[src/hw/acbd_pkg.sv]
// Constants and types shared by the control-byte decoder and its result FIFO.
// Assumes a single core clock; all serial pins are sampled synchronously.
package acbd_pkg;
    // Control byte layout
    localparam int CTRL_W        = 8;
    localparam int START_BIT     = 7;
    localparam int CHAN_HI       = 6;
    localparam int CHAN_LO       = 4;
    localparam int RANGE_BIT     = 3;
    localparam int TYPE_BIT      = 2;
    localparam int PWR_HI        = 1;
    localparam int PWR_LO        = 0;
    localparam logic [7:0] CTRL_RESET = 8'h03;

    // Shift counting: bits after the start bit, index of the type bit
    localparam logic [2:0] LAST_BIT_CNT = 3'h6;
    localparam logic [2:0] TYPE_BIT_CNT = 3'h4;

    // Result word and overlap point
    localparam int RESULT_W = 12;
    localparam logic [3:0] RESULT_MSB     = 4'hb;
    localparam logic [3:0] RESULT_ARM_BIT = 4'h6;
    localparam int FIFO_DEPTH = 4;

    // Shift clocks from last control bit to the strobe
    localparam logic [3:0] STROBE_GAP = 4'h2;

    // Channel codes
    localparam logic [2:0] CH_A = 3'h1;
    localparam logic [2:0] CH_B = 3'h5;
    localparam logic [2:0] CH_C = 3'h2;
    localparam logic [2:0] CH_D = 3'h6;

    // One-hot multiplexer taps: input_0..input_3, common_input
    localparam logic [4:0] TAP_NONE = 5'h00;
    localparam logic [4:0] TAP_IN0  = 5'h01;
    localparam logic [4:0] TAP_IN1  = 5'h02;
    localparam logic [4:0] TAP_IN2  = 5'h04;
    localparam logic [4:0] TAP_IN3  = 5'h08;
    localparam logic [4:0] TAP_COM  = 5'h10;

    typedef enum logic [1:0] {PWR_DOWN, PWR_REDUCED, PWR_NORMAL} acbd_pwr_t;
endpackage
[src/hw/acbd_decoder.sv]
// Serial control-byte front end of a four-channel converter: start detect,
// field decode, multiplexer and power request, strobe and result shifter.
// Assumes the shift clock and pins are synchronous inputs to core_clk.
// Behaviour
// - An 8-bit write-only control register is loaded serially via select, data and shift clock.
// - With select low the first one sampled on the data input is the start bit; zeros before it are ignored.
// - When idle, including after power-up, the first one shifted in with select low is a start bit.
// - During a conversion a start bit is accepted only after result bit 6 has been shifted out.
// - Peak throughput is one conversion per 16 shift clocks by overlapping bytes with results.
// - Byte layout: start at bit 7, channel 6:4, range 3, input type 2, power 1:0, sent MSB first.
// - Range one gives a unipolar span to the reference, zero a bipolar span of half reference.
// - Input type zero is differential with two's complement, one is versus common with binary.
// - Power field 00 is full power-down, 01 or 10 reduced power, 11 normal operation.
// - With input type one each channel is measured against the common input in binary.
// - With input type one codes 001,101,010,110 route inputs 0,1,2,3 positive, common negative.
// - With input type zero codes 001,010,101,110 pair 0/1, 2/3, 1/0, 3/2 as positive/negative.
// - With select low one data bit is captured per rising shift clock edge, MSB first.
// - Tracking starts at the rising edge taking the type bit, hold at the falling edge after bit 0.
// - Two clocks after the last control bit the strobe pulses one clock, then 12 result bits follow.
module acbd_decoder (
    input  wire logic                 core_clk,
    input  wire logic                 reset,
    input  wire logic                 selectLowN,
    input  wire logic                 serialClk,
    input  wire logic                 serialIn,
    input  wire logic                 resultValid,
    input  wire logic [11:0]          resultData,
    output logic                      resultReady,
    output logic                      serialOut,
    output logic                      serialOutEn,
    output logic                      conversionStrobe,
    output logic                      conversionStrobeEn,
    output logic                      trackInput,
    output logic [4:0]                posInputSel,
    output logic [4:0]                negInputSel,
    output logic                      channelValid,
    output logic                      rangeUnipolar,
    output logic                      codingBinary,
    output acbd_pkg::acbd_pwr_t       powerMode
);
    typedef enum logic {IN_IDLE, IN_SHIFT} acbd_in_t;
    typedef enum logic [1:0] {OUT_IDLE, OUT_GAP, OUT_STROBE, OUT_DATA} acbd_out_t;

    acbd_in_t    inStateQ;
    acbd_out_t   outStateQ;
    logic        sclkQ;
    logic        rise;
    logic        fall;
    logic [5:0]  shiftQ;
    logic [2:0]  bitCntQ;
    logic [7:0]  ctrlQ;
    logic [3:0]  outCntQ;
    logic [3:0]  bitIdxQ;
    logic [11:0] wordQ;
    logic        holdPendingQ;
    logic        popQ;
    logic        fifoValid;
    logic [11:0] fifoData;
    logic        armed;
    logic        startOk;
    logic        byteEnd;
    logic        convEnd;
    logic [7:0]  newByte;

    // Power field to mode
    function automatic acbd_pkg::acbd_pwr_t pwrDecode(input logic [1:0] f);
        unique case (f)
            2'h0:        pwrDecode = acbd_pkg::PWR_DOWN;
            2'h3:        pwrDecode = acbd_pkg::PWR_NORMAL;
            2'h1, 2'h2:  pwrDecode = acbd_pkg::PWR_REDUCED;
        endcase
    endfunction

    // Channel code and input type to {valid, positive taps, negative taps}
    function automatic logic [10:0] chanDecode(input logic [2:0] c, input logic single);
        chanDecode = {1'b0, acbd_pkg::TAP_NONE, acbd_pkg::TAP_NONE};
        if (single) begin
            unique case (c)
                acbd_pkg::CH_A: chanDecode = {1'b1, acbd_pkg::TAP_IN0, acbd_pkg::TAP_COM};
                acbd_pkg::CH_B: chanDecode = {1'b1, acbd_pkg::TAP_IN1, acbd_pkg::TAP_COM};
                acbd_pkg::CH_C: chanDecode = {1'b1, acbd_pkg::TAP_IN2, acbd_pkg::TAP_COM};
                acbd_pkg::CH_D: chanDecode = {1'b1, acbd_pkg::TAP_IN3, acbd_pkg::TAP_COM};
                default:        chanDecode = {1'b0, acbd_pkg::TAP_NONE, acbd_pkg::TAP_NONE};
            endcase
        end else begin
            unique case (c)
                acbd_pkg::CH_A: chanDecode = {1'b1, acbd_pkg::TAP_IN0, acbd_pkg::TAP_IN1};
                acbd_pkg::CH_C: chanDecode = {1'b1, acbd_pkg::TAP_IN2, acbd_pkg::TAP_IN3};
                acbd_pkg::CH_B: chanDecode = {1'b1, acbd_pkg::TAP_IN1, acbd_pkg::TAP_IN0};
                acbd_pkg::CH_D: chanDecode = {1'b1, acbd_pkg::TAP_IN3, acbd_pkg::TAP_IN2};
                default:        chanDecode = {1'b0, acbd_pkg::TAP_NONE, acbd_pkg::TAP_NONE};
            endcase
        end
    endfunction

    // Shift clock edges; pins are synchronous so one stage suffices
    always_ff @(posedge core_clk) begin
        if (reset) begin
            sclkQ <= 1'b0;
        end else begin
            sclkQ <= serialClk;
        end
    end
    assign rise = serialClk && !sclkQ;
    assign fall = !serialClk && sclkQ;

    // Start qualification and byte completion
    assign armed   = (outStateQ == OUT_IDLE) ||
                     ((outStateQ == OUT_DATA) && (bitIdxQ < acbd_pkg::RESULT_ARM_BIT));
    assign startOk = (inStateQ == IN_IDLE) && !selectLowN && rise && serialIn && armed;
    assign byteEnd = (inStateQ == IN_SHIFT) && !selectLowN && rise &&
                     (bitCntQ == acbd_pkg::LAST_BIT_CNT);
    assign convEnd = (outStateQ == OUT_DATA) && rise && (bitIdxQ == 4'h0);
    assign newByte = {1'b1, shiftQ, serialIn};

    // Input shifter: start detect then seven more bits, MSB first
    always_ff @(posedge core_clk) begin
        if (reset) begin
            inStateQ <= IN_IDLE;
            shiftQ   <= '0;
            bitCntQ  <= '0;
        end else if (selectLowN) begin
            inStateQ <= IN_IDLE;
            bitCntQ  <= '0;
        end else if (startOk) begin
            inStateQ <= IN_SHIFT;
            bitCntQ  <= '0;
        end else if (byteEnd) begin
            inStateQ <= IN_IDLE;
        end else if ((inStateQ == IN_SHIFT) && rise) begin
            shiftQ  <= {shiftQ[4:0], serialIn};
            bitCntQ <= bitCntQ + 1'b1;
        end
    end

    // Write-only control register, no read path
    always_ff @(posedge core_clk) begin
        if (reset) begin
            ctrlQ <= acbd_pkg::CTRL_RESET;
        end else if (byteEnd) begin
            ctrlQ <= newByte;
        end
    end

    // Multiplexer, range and coding outputs from the new byte
    always_ff @(posedge core_clk) begin
        if (reset) begin
            {channelValid, posInputSel, negInputSel} <= {1'b0, acbd_pkg::TAP_NONE,
                                                          acbd_pkg::TAP_NONE};
            rangeUnipolar <= 1'b1;
            codingBinary  <= 1'b1;
        end else if (byteEnd) begin
            {channelValid, posInputSel, negInputSel} <=
                chanDecode(newByte[acbd_pkg::CHAN_HI:acbd_pkg::CHAN_LO],
                           newByte[acbd_pkg::TYPE_BIT]);
            rangeUnipolar <= newByte[acbd_pkg::RANGE_BIT];
            codingBinary  <= newByte[acbd_pkg::TYPE_BIT];
        end
    end

    // Track from the type bit edge, hold on the falling edge after bit 0
    always_ff @(posedge core_clk) begin
        if (reset) begin
            trackInput   <= 1'b0;
            holdPendingQ <= 1'b0;
        end else if ((inStateQ == IN_SHIFT) && rise && (bitCntQ == acbd_pkg::TYPE_BIT_CNT)) begin
            trackInput <= 1'b1;
        end else if (byteEnd) begin
            holdPendingQ <= 1'b1;
        end else if (holdPendingQ && fall) begin
            trackInput   <= 1'b0;
            holdPendingQ <= 1'b0;
        end
    end

    // Conversion sequencer: gap, strobe, then twelve result bits
    always_ff @(posedge core_clk) begin
        if (reset) begin
            outStateQ        <= OUT_IDLE;
            outCntQ          <= '0;
            bitIdxQ          <= '0;
            wordQ            <= '0;
            conversionStrobe <= 1'b0;
            serialOut        <= 1'b0;
            popQ             <= 1'b0;
        end else begin
            popQ <= 1'b0;
            if (byteEnd) begin
                outStateQ <= OUT_GAP;
                outCntQ   <= '0;
            end else if (rise) begin
                unique case (outStateQ)
                    OUT_IDLE: serialOut <= 1'b0;
                    OUT_GAP: begin
                        outCntQ <= outCntQ + 1'b1;
                        if (outCntQ == acbd_pkg::STROBE_GAP - 4'h1) begin
                            outStateQ        <= OUT_STROBE;
                            conversionStrobe <= 1'b1;
                            wordQ            <= fifoValid ? fifoData : '0;
                            popQ             <= fifoValid;
                        end
                    end
                    OUT_STROBE: begin
                        conversionStrobe <= 1'b0;
                        outStateQ        <= OUT_DATA;
                        serialOut        <= wordQ[acbd_pkg::RESULT_MSB];
                        bitIdxQ          <= acbd_pkg::RESULT_MSB - 4'h1;
                    end
                    OUT_DATA: begin
                        serialOut <= wordQ[bitIdxQ];
                        if (bitIdxQ == 4'h0) begin
                            outStateQ <= OUT_IDLE;
                        end else begin
                            bitIdxQ <= bitIdxQ - 4'h1;
                        end
                    end
                endcase
            end
        end
    end

    // Pin drivers are enabled only while selected
    always_ff @(posedge core_clk) begin
        if (reset) begin
            serialOutEn        <= 1'b0;
            conversionStrobeEn <= 1'b0;
        end else begin
            serialOutEn        <= !selectLowN;
            conversionStrobeEn <= !selectLowN;
        end
    end

    // Normal power from each start bit, mode requested by the control register once a result is done
    always_ff @(posedge core_clk) begin
        if (reset) begin
            powerMode <= acbd_pkg::PWR_NORMAL;
        end else if (startOk) begin
            powerMode <= acbd_pkg::PWR_NORMAL;
        end else if (convEnd) begin
            powerMode <= pwrDecode(ctrlQ[acbd_pkg::PWR_HI:acbd_pkg::PWR_LO]);
        end
    end

    // Result words queue ahead of the shifter
    acbd_fifo #(
        .WIDTH (acbd_pkg::RESULT_W),
        .DEPTH (acbd_pkg::FIFO_DEPTH)
    ) resultFifo (
        .core_clk (core_clk),
        .reset    (reset),
        .inValid  (resultValid),
        .inData   (resultData),
        .inReady  (resultReady),
        .outValid (fifoValid),
        .outData  (fifoData),
        .outReady (popQ)
    );
endmodule // acbd_decoder

[src/hw/acbd_fifo.sv]
// Small synchronous FIFO with valid/ready on both sides.
// Assumes one clock and a synchronous active-high reset.
module acbd_fifo #(
    parameter int WIDTH = 12,
    parameter int DEPTH = 4
) (
    input  wire logic             core_clk,
    input  wire logic             reset,
    input  wire logic             inValid,
    input  wire logic [WIDTH-1:0] inData,
    output logic                  inReady,
    output logic                  outValid,
    output logic      [WIDTH-1:0] outData,
    input  wire logic             outReady
);
    localparam int AW = $clog2(DEPTH);

    logic [WIDTH-1:0] memQ [DEPTH];
    logic [AW-1:0]    wrPtrQ;
    logic [AW-1:0]    rdPtrQ;
    logic [AW:0]      countQ;
    logic             push;
    logic             pop;
    logic [AW:0]      countD;

    // Handshakes on each side
    assign push = inValid && inReady;
    assign pop  = outValid && outReady;
    assign outData = memQ[rdPtrQ];

    // Occupancy next value
    always_comb begin
        countD = countQ;
        if (push && !pop) begin
            countD = countQ + 1'b1;
        end else if (pop && !push) begin
            countD = countQ - 1'b1;
        end
    end

    // Storage
    always_ff @(posedge core_clk) begin
        if (push) begin
            memQ[wrPtrQ] <= inData;
        end
    end

    // Pointers, count and registered flags
    always_ff @(posedge core_clk) begin
        if (reset) begin
            wrPtrQ   <= '0;
            rdPtrQ   <= '0;
            countQ   <= '0;
            inReady  <= 1'b1;
            outValid <= 1'b0;
        end else begin
            if (push) begin
                wrPtrQ <= (wrPtrQ == AW'(DEPTH - 1)) ? '0 : wrPtrQ + 1'b1;
            end
            if (pop) begin
                rdPtrQ <= (rdPtrQ == AW'(DEPTH - 1)) ? '0 : rdPtrQ + 1'b1;
            end
            countQ   <= countD;
            inReady  <= (countD != (AW + 1)'(DEPTH));
            outValid <= (countD != '0);
        end
    end
endmodule // acbd_fifo

[config.mk]
export PLATFORM = sky130hd
export DESIGN_NAME = acbd_decoder
export DESIGN_NICKNAME = d
export VERILOG_FILES = /design/src/hw/acbd_pkg.sv /design/src/hw/acbd_decoder.sv /design/src/hw/acbd_fifo.sv
export SDC_FILE = /design/constraint.sdc
export NUM_CORES = 1
export LEC_CHECK = 0
export BUFFER_PORTS_ARGS = -buffer_cell sky130_fd_sc_hd__buf_2
export CORE_ASPECT_RATIO = 0.6
export CORE_MARGIN = 10
export CORE_UTILIZATION = 29
export DETAILED_ROUTE_END_ITERATION = 7
export PLACE_DENSITY = 0.56
export SLEW_MARGIN = 20
export SYNTH_ARGS = -nofsm -noshare
export SYNTH_HDL_FRONTEND = slang
export SYNTH_SLANG_ARGS = --single-unit
[constraint.sdc]
create_clock -name core_clk -period 4.05 [get_ports core_clk]
set_input_delay 0.405 -clock core_clk [delete_from_list [all_inputs] [get_ports core_clk]]
set_output_delay 0.405 -clock core_clk [all_outputs]
set_load 0.05 [all_outputs]
---- Word level (Yosys, flattened, before mapping) ----
Memory sizes are Yosys's and may differ from the RTL's. A register that Yosys moved wholly into a read port is not among the register bits.
Index checks and enable logic that the tools add are counted.
cells by class
  add/sub/neg operators ................... 7
  order comparisons ....................... 2
  equal/unequal tests ..................... 22
  multiplexer cells ....................... 31
  bitwise logic cells ..................... 8
  reductions and logical operators ........ 55
operators by type and width
  operator             count
  $pmux 11 s4          2
  $reduce_and 4->1     6
  $logic_and 1x1->1    19
  $eq 2x2->1 const B   6
  $eq 3x3->1 const B   4
  $mux 1               12
  $mux 12              1
  $mux 2               6
  $pmux 2 s3           2
  $reduce_bool 2->1    6
  $mux 11              1
  $reduce_bool 3->1    3
  $not 1->1            8
  $pmux 4 s2           1
  $reduce_and 2->1     4
  $reduce_or 2->1      4
  $add 3x1->3 const B  2
  $mux 3               2
  $ne 3x3->1 const B   2
  $logic_not 1->1      5
  $lt 4x5->1 const B   1
  $reduce_or 5->1      1
  $add 2x1->2 const B  2
  $add 4x1->4 const B  1
  20 further kinds     24
storage, ports and cells
  register bits after elaboration ......... 65
  memory bits (writable) .................. 48
  input port bits ......................... 18
  output and inout bits ................... 21
  word-level logic and storage cells ...... 153
  memories ................................ 1
memory list
  name             depth  bits a word  rd ports  clocked after Yosys merged registers in  write ports  RTL line         text
  resultFifo.memQ  4      12           1         1                                        1            acbd_fifo.sv:18  logic [WIDTH-1:0] memQ [DEPTH];

---- Logic depth before layout (Yosys ltp) ----
Gate-level depths: netlist of the first run.
  depth in word-level cells ............... 7
  depth in mapped cells ................... 8
  mapped depth without buffers ............ 7

---- By module ----
From an unflattened synthesis of the first run, not the netlist that was laid out.
second synthesis, totals
  cells, all modules ...................... 421
  area total of the unflattened synthesis .. 4,997.3 um2
modules (own cells, without submodules)
  module        instances  cells an instance  area an instance (um2)  seq. area each (um2)
  acbd_decoder  1          294                2,667.6                 1,101.1
  acbd_fifo     1          127                2,329.7                 1,661.6

---- Worst setup path after synthesis of the first run ----
Ideal clock, no wire load.
  kind .................................... register to register
  start point ............................. register resultFifo.inReady
  end point ............................... memory resultFifo.memQ[3][0], enable pin
  setup time .............................. 355 ps
  arrival ................................. 1,307 ps
  data required time ...................... 3,695 ps
  path slack .............................. 2,388 ps
  stages on the path, launching flop included .. 3
  buffers on the path ..................... 1
  period minus slack after synthesis ...... 1,662 ps
  cells stage by stage .................... dfxtp_1 clkbuf_1 and3_1
on the way
  cells in the longest elaborated chain, start to end .. 3
ends and longest elaborated chain
  item                          RTL line         text
  start: declaration            acbd_fifo.sv:11  output logic inReady,
  start signal: assignment      acbd_fifo.sv:64  inReady <= (countD != (AW + 1)'(DEPTH));
  $logic_and 1x1->1             acbd_fifo.sv:27  assign push = inValid && inReady;
  $mux 1                        acbd_fifo.sv:43  if (push) begin
  $mux 1 (implied by the code)  acbd_fifo.sv:44  memQ[wrPtrQ] <= inData;
  end: declaration              acbd_fifo.sv:18
Every way passes these cells.

---- Worst setup path in the final report of the first run ----
  start point ............................. register bitCntQ[0]
  end point ............................... register wordQ[7]
on the way
  cells in the longest elaborated chain, start to end .. 4
ends and longest elaborated chain
  item                               RTL line             text
  start: declaration                 acbd_decoder.sv:50   logic [2:0] bitCntQ;
  start signal: assignment           acbd_decoder.sv:132  bitCntQ <= bitCntQ + 1'b1;
  $eq 3x3->1                         acbd_decoder.sv:112  (bitCntQ == acbd_pkg::LAST_BIT_CNT);
  $logic_and 1x1->1                  acbd_decoder.sv:111  assign byteEnd = (inStateQ == IN_SHIFT) && !selectLowN && rise &&
  $not 1->1 (no source line)         --
  $reduce_and 4->1 (no source line)  --
  end signal: assignment             acbd_decoder.sv:199  wordQ <= fifoValid ? fifoData : '0;
  end: declaration                   acbd_decoder.sv:54   logic [11:0] wordQ;
Every way passes these cells.
A chain may end at the register's enable or synchronous reset.

==> metrics.md, run 1 <==
| Metric | Value |
|---|---|
| Status | `finished, final reports clean` |
| Boundary pin count | `39` |
| Final Hold Fails | `0` |
| Unrepaired setup endpoints after global routing | `false` |
| Vias per std cell | `about 4.6` |
| TritonCTS clock tree | `done` |
| Pre-CTS setup slack | `~2000 ps` |
| Period utilization | `0.513` |
| Final Critical Period | `2080 ps` |
| Setup Crit Path Kind | `reg2reg` |
| Layout cells sized above 1 | `0.194` |
| Most frequent cell after synthesis | `dfxtp_1` |
| Crit path launch type | `flop` |
| NetSw | `~0.59 mW` |
| Net Sw Frac | `0.207` |
| Routed len/inst | `about 15 microns` |
| Post-CTS resize count | `0` |
| WHS | `about 220 ps` |
| Maximum vdd drop | `around 0.00026 V` |
| Placed Cells | `between 600 and 700` |
| Slew margin rel. | `0.353` |
| Total setup buffers inserted after CTS | `0` |
| Largest net degree at the start of global routing | `42` |
| Synth-to-layout area growth | `19.7%` |
| Final net count | `about 490` |
| Final Max Tran Viols | `0` |
| Leading area contributor after synthesis | `edfxtp_1` |
| CTS Buf Count | `17` |
| Critical-path cell list | `inv_1 > ha_1 > and4b_1 > nand2_2 > and3_2 > nand3_1 > a21oi_1` |
| DR DRC count | `0` |
| Die W | `between 150 and 200 microns` |
| Initial Utilization | `0.297` |
| Root Driver | `clkbuf_16` |
| First-pass GRT wire length | `16,400 microns` |
| Final WS setup | `a little under 2000 ps` |
| Reg power frac | `0.436` |
| Core Region | `16,300 sq um` |
| Fmax achieved | `482 MHz` |
| CTS Hold Bufs | `0` |
| Clock Skew | `about 5.8 ps` |
| TNS Setup | `0 ps` |
| Setup crit end kind | `flop` |
| FF+latch count, synth | `approximately 110` |
| Ys async rst share | `0` |
| Routed WL | `approximately 10,000 microns` |
| Filler Cell Count | `around 1.6k` |
| Clk pwr share | `0.526` |
| CP required | `4380 ps` |
| Slowest-stage cell, CP | `and3_2` |
| GRT Total Usage | `0.0911` |
| Synthesized net count | `between 400 and 500` |
| # clock sinks | `roughly 110` |
| Grt total ovfl | `0` |
| CP arrival | `2400 ps` |
| Synth cell count leaders | `66 x dfxtp_1, 48 x edfxtp_1, 44 x nand2_1, 37 x a21oi_1, 28 x nor2_1` |
| Post-synth top flop | `dfxtp_1` |
| Htree depth | `4` |
| Routability Congestion | `approximately 0.76` |
| Cell area power density | `around 500 nW/um^2` |
| Comb pwr share | `0.038` |
| Max-cap check violation count | `0` |
| Reg2reg setup slack | `~2000 ps` |
| Number of synthesized flops with an enable pin | `48` |
| Die height | `between 100 and 150 microns` |
| First drt pass iteration count | `4` |
| DPL Wire Length | `~7000 microns` |
| CP peak stage delay | `about 440 ps` |
| Antenna Nets Post-Route | `0` |
| Port Buffers | `37` |
| Antenna fix cells | `0` |
| Synthesized area | `a little under 5000 sq um` |
| Row count | `36` |
| Later-pin clock latency in the skew report | `roughly 400 ps` |
| Initial antenna violation count | `1` |
| Yosys top cell area share | `0.298` |
| Vias in the first global route | `about 3.3k` |
| CTS max path bufs | `2` |
| Largest fanout on the critical path | `26` |
| Routed vias | `about 3.2k` |
| Die area | `22,400 sq um` |
| Detailed Route Iter0 Violations | `approximately 220` |
| Syn Area/Cell | `between 10 and 15 sq um` |
| Final std cells w/o fill | `slightly below 700` |
| Setup Viol. Count Final | `0` |
| Leak | `roughly 2.1 nW` |
| Hold crit path type | `in2reg` |
| Seq/Total Area, Yosys | `0.572` |
| Post-synth cell types | `58` |
| Post-Syn Instances | `about 420` |
| Slew @ Worst Pin | `~970 ps` |
| Ys Warns | `0` |
| Most area-consuming cells after synthesis | `edfxtp_1 30%, dfxtp_1 27%, mux4_2 6.1%` |
| Int Pwr | `between 2 and 2.5 mW` |
| Clock transition at path regs | `50 ps` |
-- layout by cell type, fill, tap and decap left out, types with 2 or more instances in the layout --
cell type,instances
nand2_1,44
o2111ai_1,2
o21ai_0,2
buf_2,37
nor3b_1,3
mux2i_1,9
and3_1,6
nand2b_1,6
nor4_1,2
a311oi_1,2
a211oi_1,2
xnor2_1,3
clkbuf_8,4
bufinv_16,2
nand3_1,21
edfxtp_1,48
clkinv_2,5
dfxtp_1,66
nand4_1,5
nand3b_1,4
inv_1,14
ha_1,21
a31oi_1,2
xor2_1,3
nor2_1,28
o21bai_1,3
nor2b_1,5
clkbuf_16,18
a21oi_1,37
mux4_2,13
nor3_1,15
-- power groups by stage --
stage          logic (mW)  clock network [mW]  registers (mW)
2_1_floorplan      0.0780                   0            1.27
3_3_place_gp        0.105                   0            1.27
3_5_place_dp        0.109                   0            1.27
4_1_cts             0.110                1.53            1.25
5_1_grt             0.120                1.58            1.25
6_report            0.108                1.51            1.25
-- cells by family after synthesis --
| family | count (synthesis) | synth area share |
|---|---|---|
| and+or+nand+nor | 152 | 0.158 |
| other | 1 | 0.000776 |
| xor gates and xnor gates | 6 | 0.0109 |
| AOI/OAI and AO/OA | 61 | 0.0777 |
| buffers and inverters | 40 | 0.0389 |
| muxes | 24 | 0.0870 |
| adders and majority gates | 21 | 0.0544 |
| DFF | 114 | 0.572 |
-- worst paths after layout --
check                                from  cells past startpoint                                to
setup / recovery  bitCntQ[0]$_SDFFE_PP0P_                      7             wordQ[7]$_SDFFE_PP0P_
hold / removal             resultData[10]                      1  resultFifo.memQ[0][10]$_DFFE_PP_
setup reg to reg  bitCntQ[0]$_SDFFE_PP0P_                      7             wordQ[7]$_SDFFE_PP0P_
hold reg to reg     wordQ[1]$_SDFFE_PP0P_                      2             wordQ[1]$_SDFFE_PP0P_
-- metal layers --
layer,track usage,part of all wire,vias up
li1,-,-,1575
met4,0.0326,0.013,2
met1,0.115,0.49,1517
met3,0.0379,0.058,16
met5,0,0.0013,-
met2,0.138,0.43,56
-- layout make-up --
type | instances | area [sq um] | share of cell area
clock inverter | 9 | 98.8 | 0.0171
timing repair buffer | 38 | 193 | 0.0333
multi-input combinational | 265 | 1880 | 0.325
inverter | 14 | 52.6 | 0.00909
sequential | 114 | 2760 | 0.478
clock buffer | 23 | 509 | 0.0881
tap | 228 | 285 | 0.0494
-- worst max-delay path: cells and delay by family, from the launching register on --
kind / cells / cell delay (ps)
simple gates: 4 / 1170
buf+inv: 1 / 80
flops: 1 / 330
compound gates: 1 / 160
fa+ha+maj: 1 / 240
-- registers in the layout, summed over array words and instances (netlist names), 3 cells and up, named ones only --
signal	flops
resultFifo.memQ	48
wordQ	12
shiftQ	6
negInputSel	5
bitIdxQ	4
outCntQ	4
posInputSel	4
bitCntQ	3
resultFifo.countQ	3
-- metrics by stage --
step,util,area (sq um),total power [mW]
after floorplan,-,4830,1.34
after global placement,0.318,5170,1.38
after detailed placement,0.318,5170,1.38
after CTS,0.355,5780,2.89
after global routing,0.355,5780,2.95
final,0.355,5780,2.86
(Power assumes the default switching activity.)
==> inputs of run 2 (changes only) <==
--- a/config.mk
+++ b/config.mk
@@ -5,12 +5,13 @@
 export SDC_FILE = /design/constraint.sdc
 export NUM_CORES = 1
 export LEC_CHECK = 0
+export ABC_AREA = 1
 export BUFFER_PORTS_ARGS = -buffer_cell sky130_fd_sc_hd__buf_2
 export CORE_ASPECT_RATIO = 0.6
 export CORE_MARGIN = 10
 export CORE_UTILIZATION = 29
 export DETAILED_ROUTE_END_ITERATION = 7
-export PLACE_DENSITY = 0.56
+export PLACE_DENSITY = 0.57
 export SLEW_MARGIN = 20
 export SYNTH_ARGS = -nofsm -noshare
 export SYNTH_HDL_FRONTEND = slang
==> constraint.sdc (replaced) <==
create_clock -name core_clk -period 1.7 [get_ports core_clk]
set_input_delay 0.17 -clock core_clk [delete_from_list [all_inputs] [get_ports core_clk]]
set_output_delay 0.17 -clock core_clk [all_outputs]
set_load 0.05 [all_outputs]
==> run 2 against run 1 <==
  * Combinational power rose to 2.8 times the previous value
  * Clock skew up 3.8 ps
  * Synthesized cell count up 26%
  * Clock-buffer cell count down 2
  * Utilization up 2.2 points
  * Critical path depth up 2
  * First-iteration DRC count up 9.0%
  * Setup slack worse by 1900 ps
  * Power up 150%
  * Worst hold slack worse by 200 ps
  * Sequential cell count unchanged
  * Critical path type unchanged
==> metrics.md, run 2 <==
| Metric | Value |
|---|---|
| Synth-to-layout area growth | `26.5%` |
| TritonCTS clock tree | `done` |
| Core Region | `16,400 sq um (+0.83%)` |
| Routed WL | `11,000 microns (+8.4%)` |
| Detailed Route Iter0 Violations | `243 (+9.0%)` |
| Vias per std cell | `4.47 (-2.3%)` |
| Antenna fix cells | `0 (unchanged)` |
| Syn Area/Cell | `9.28 sq um (-19%)` |
| Filler Cell Count | `1,632 (+3.1%)` |
| Ys Warns | `0 (unchanged)` |
| Die area | `22,600 sq um (+1.1%)` |
| Initial antenna violation count | `0 (-1)` |
| Leading area contributor after synthesis | `edfxtp_1` |
| Most frequent cell after synthesis | `nand2_1` |
| Antenna Nets Post-Route | `0 (unchanged)` |
| Setup crit end kind | `flop` |
| Fmax achieved | `633 MHz (+31%)` |
| Yosys top cell area share | `0.295 (-0.00382)` |
| Post-synth top flop | `dfxtp_1` |
| Final Max Tran Viols | `0 (unchanged)` |
| Initial Utilization | `0.298 (+0.00137)` |
| GRT Total Usage | `0.100 (+0.00920)` |
| CTS Buf Count | `17 (unchanged)` |
| CP peak stage delay | `360 ps (-80 ps)` |
| Final Hold Fails | `0 (unchanged)` |
| Post-Syn Instances | `527 (+26%)` |
| Most area-consuming cells after synthesis | `edfxtp_1 29%, dfxtp_1 27%, nand2_1 6.6%` |
| # clock sinks | `114 (unchanged)` |
| Largest net degree at the start of global routing | `25 (-40%)` |
| Commonest cells after routing, fill and taps aside | `86 x nand2_1, 65 x dfxtp_1, 56 x inv_1` |
| CTS max path bufs | `2 (unchanged)` |
| Final Critical Period | `1580 ps (-495 ps)` |
| DR DRC count | `0 (unchanged)` |
| Die W | `188 microns (+0.58%)` |
| Max-cap check violation count | `0 (unchanged)` |
| Routed len/inst | `13.2 microns (-10%)` |
| Crit path launch type | `flop` |
| Clock Skew | `9.59 ps (+3.81 ps)` |
| Leak | `2.43 nW (+15%)` |
| Root Driver | `clkbuf_16` |
| Vias in the first global route | `3,843 (+18%)` |
| Routability Congestion | `0.803 (+5.1%)` |
| Cell area power density | `1150 nW/um^2 (+130%)` |
| Number of synthesized flops with an enable pin | `48 (unchanged)` |
| Later-pin clock latency in the skew report | `410 ps (about the same)` |
| DPL Wire Length | `7600 microns (+8.6%)` |
| Most common cell after layout, fill and taps aside | `nand2_1` |
| Max reg flops | `48 (unchanged)` |
| Register with the most flip-flops | `resultFifo.memQ` |
| Synthesized area | `4890 sq um (+1.3%)` |
| Setup Crit Path Kind | `reg2reg` |
| Hold crit path type | `in2reg` |
| Synth cell count leaders | `86 x nand2_1, 66 x dfxtp_1, 56 x inv_1, 53 x nor2_1, 49 x o21ai_0` |
| Htree depth | `4 (unchanged)` |
| Non-Filler Cell Area, Final | `6190 sq um (+7.0%)` |
| Ys async rst share | `0 (unchanged)` |
| Seq/Total Area, Yosys | `0.565 (-0.00731)` |
| Largest fanout on the critical path | `10 (-62%)` |
| Setup Viol. Count Final | `0 (unchanged)` |
| DP Area | `5380 sq um (+3.9%)` |
| Period utilization | `0.930 (+0.417)` |
| Critical-path cell list | `inv_1 > ha_1 > nand2_2 > nor2_4 > nand2_2 > nor2_4 > buf_12 > nand2_1 > a21oi_2` |
| Boundary pin count | `39 (unchanged)` |
| Pwr Total | `7.09 mW (+150%)` |
| Slowest-stage cell, CP | `dfxtp_1` |
| Status | `finished, final reports clean` |
| Clock transition at path regs | `50 ps (about the same)` |
| Grt total ovfl | `0 (unchanged)` |
| FF+latch count, synth | `114 (unchanged)` |
| First-pass GRT wire length | `18,600 microns (+14%)` |
| Layout cells sized above 1 | `0.197 (+0.00231)` |
| Row count | `36 (unchanged)` |
| Worst Reg-to-Reg Cells | `9 (+2)` |
| Port Buffers | `37 (unchanged)` |
| CP required | `2050 ps (-2330 ps)` |
| Synthesized net count | `566 (+24%)` |
| Number of cells on the worst hold path | `3 (+2)` |
| CP arrival | `1930 ps (-470 ps)` |
| First drt pass iteration count | `5 (+1)` |
| Post-synth cell types | `40 (-31%)` |
| Biggest registers after layout | `resultFifo.memQ x48, wordQ x12, shiftQ x6` |
| Routed vias | `3,727 (+18%)` |
| Die height | `121 microns (+0.54%)` |
| Final core occ | `0.377 (+0.0219)` |
| Final net count | `631 (+29%)` |
| Maximum vdd drop | `0.000595 V (+130%)` |
| WHS | `19.1 ps (-197 ps)` |
[run 2: metrics by stage]
stage	std cells	worst slack [ps]	setup TNS [ps]
2_1_floorplan	527	-172	-8230
3_3_place_gp	787	75.1	0
3_5_place_dp	787	65.8	0
4_1_cts	831	30.0	0
5_1_grt	833	-0.889	-0.889
6_report	833	119	0
[run 2: worst max-delay path: cells and delay by family, from the launching register on]
kind            cells  cell delay [ps]
compound gates      1              110
fa+ha+maj           1              230
buf+inv             2              300
flops               1              360
simple gates        5              520
[run 2: area by class of cell]
cell class / instances / area [sq um] / area share
timing repair buffer: 67 / 453 / 0.0732
tap: 228 / 285 / 0.0461
sequential: 114 / 2770 / 0.447
inverter: 61 / 230 / 0.0372
clock buffer: 21 / 504 / 0.0815
clock inverter: 11 / 143 / 0.0231
multi-input combinational: 331 / 1810 / 0.292
[run 2: worst paths after layout]
check        slack (ps)                   endpoint                 startpoint
min reg2reg         450  codingBinary$_SDFFE_PP1P_  codingBinary$_SDFFE_PP1P_
max reg2reg         120      wordQ[7]$_SDFFE_PP0P_  outStateQ[1]$_SDFFE_PP0P_
max                 120      wordQ[7]$_SDFFE_PP0P_  outStateQ[1]$_SDFFE_PP0P_
min                  20      ctrlQ[0]$_SDFFE_PP1P_                   serialIn
[run 2: kinds of logic after synthesis]
family,Yosys count,synth area share
simple gates,195,0.176
flops,114,0.565
compound gates,111,0.130
buf+inv,82,0.0691
fa+ha+maj,21,0.0537
xor+xnor,3,0.00537
other cells,1,0.000767
[run 2: repair_timing]
| item | CTS | global route |
|---|---|---|
| setup endpoints to repair | 0 | 21 |
| hold buffers | 12 | 0 |
| hold endpoints to repair | 48 | 0 |
| setup buffers | 0 | 2 |
| gates resized for setup | 0 | 6 |
[run 2: power by group]
part | internal (mW) | switching (mW) | total [mW]
registers | 2.93 | 0.0261 | 2.96
clock network | 2.57 | 1.26 | 3.82
logic | 0.105 | 0.201 | 0.306
[run 2: metal layers]
layer	vias up	share of wire	global-route usage
li1	1884	-	-
met1	1747	0.49	0.129
met2	80	0.43	0.153
met3	16	0.058	0.0333
met4	0	0.014	0.0398
met5	-	0	0
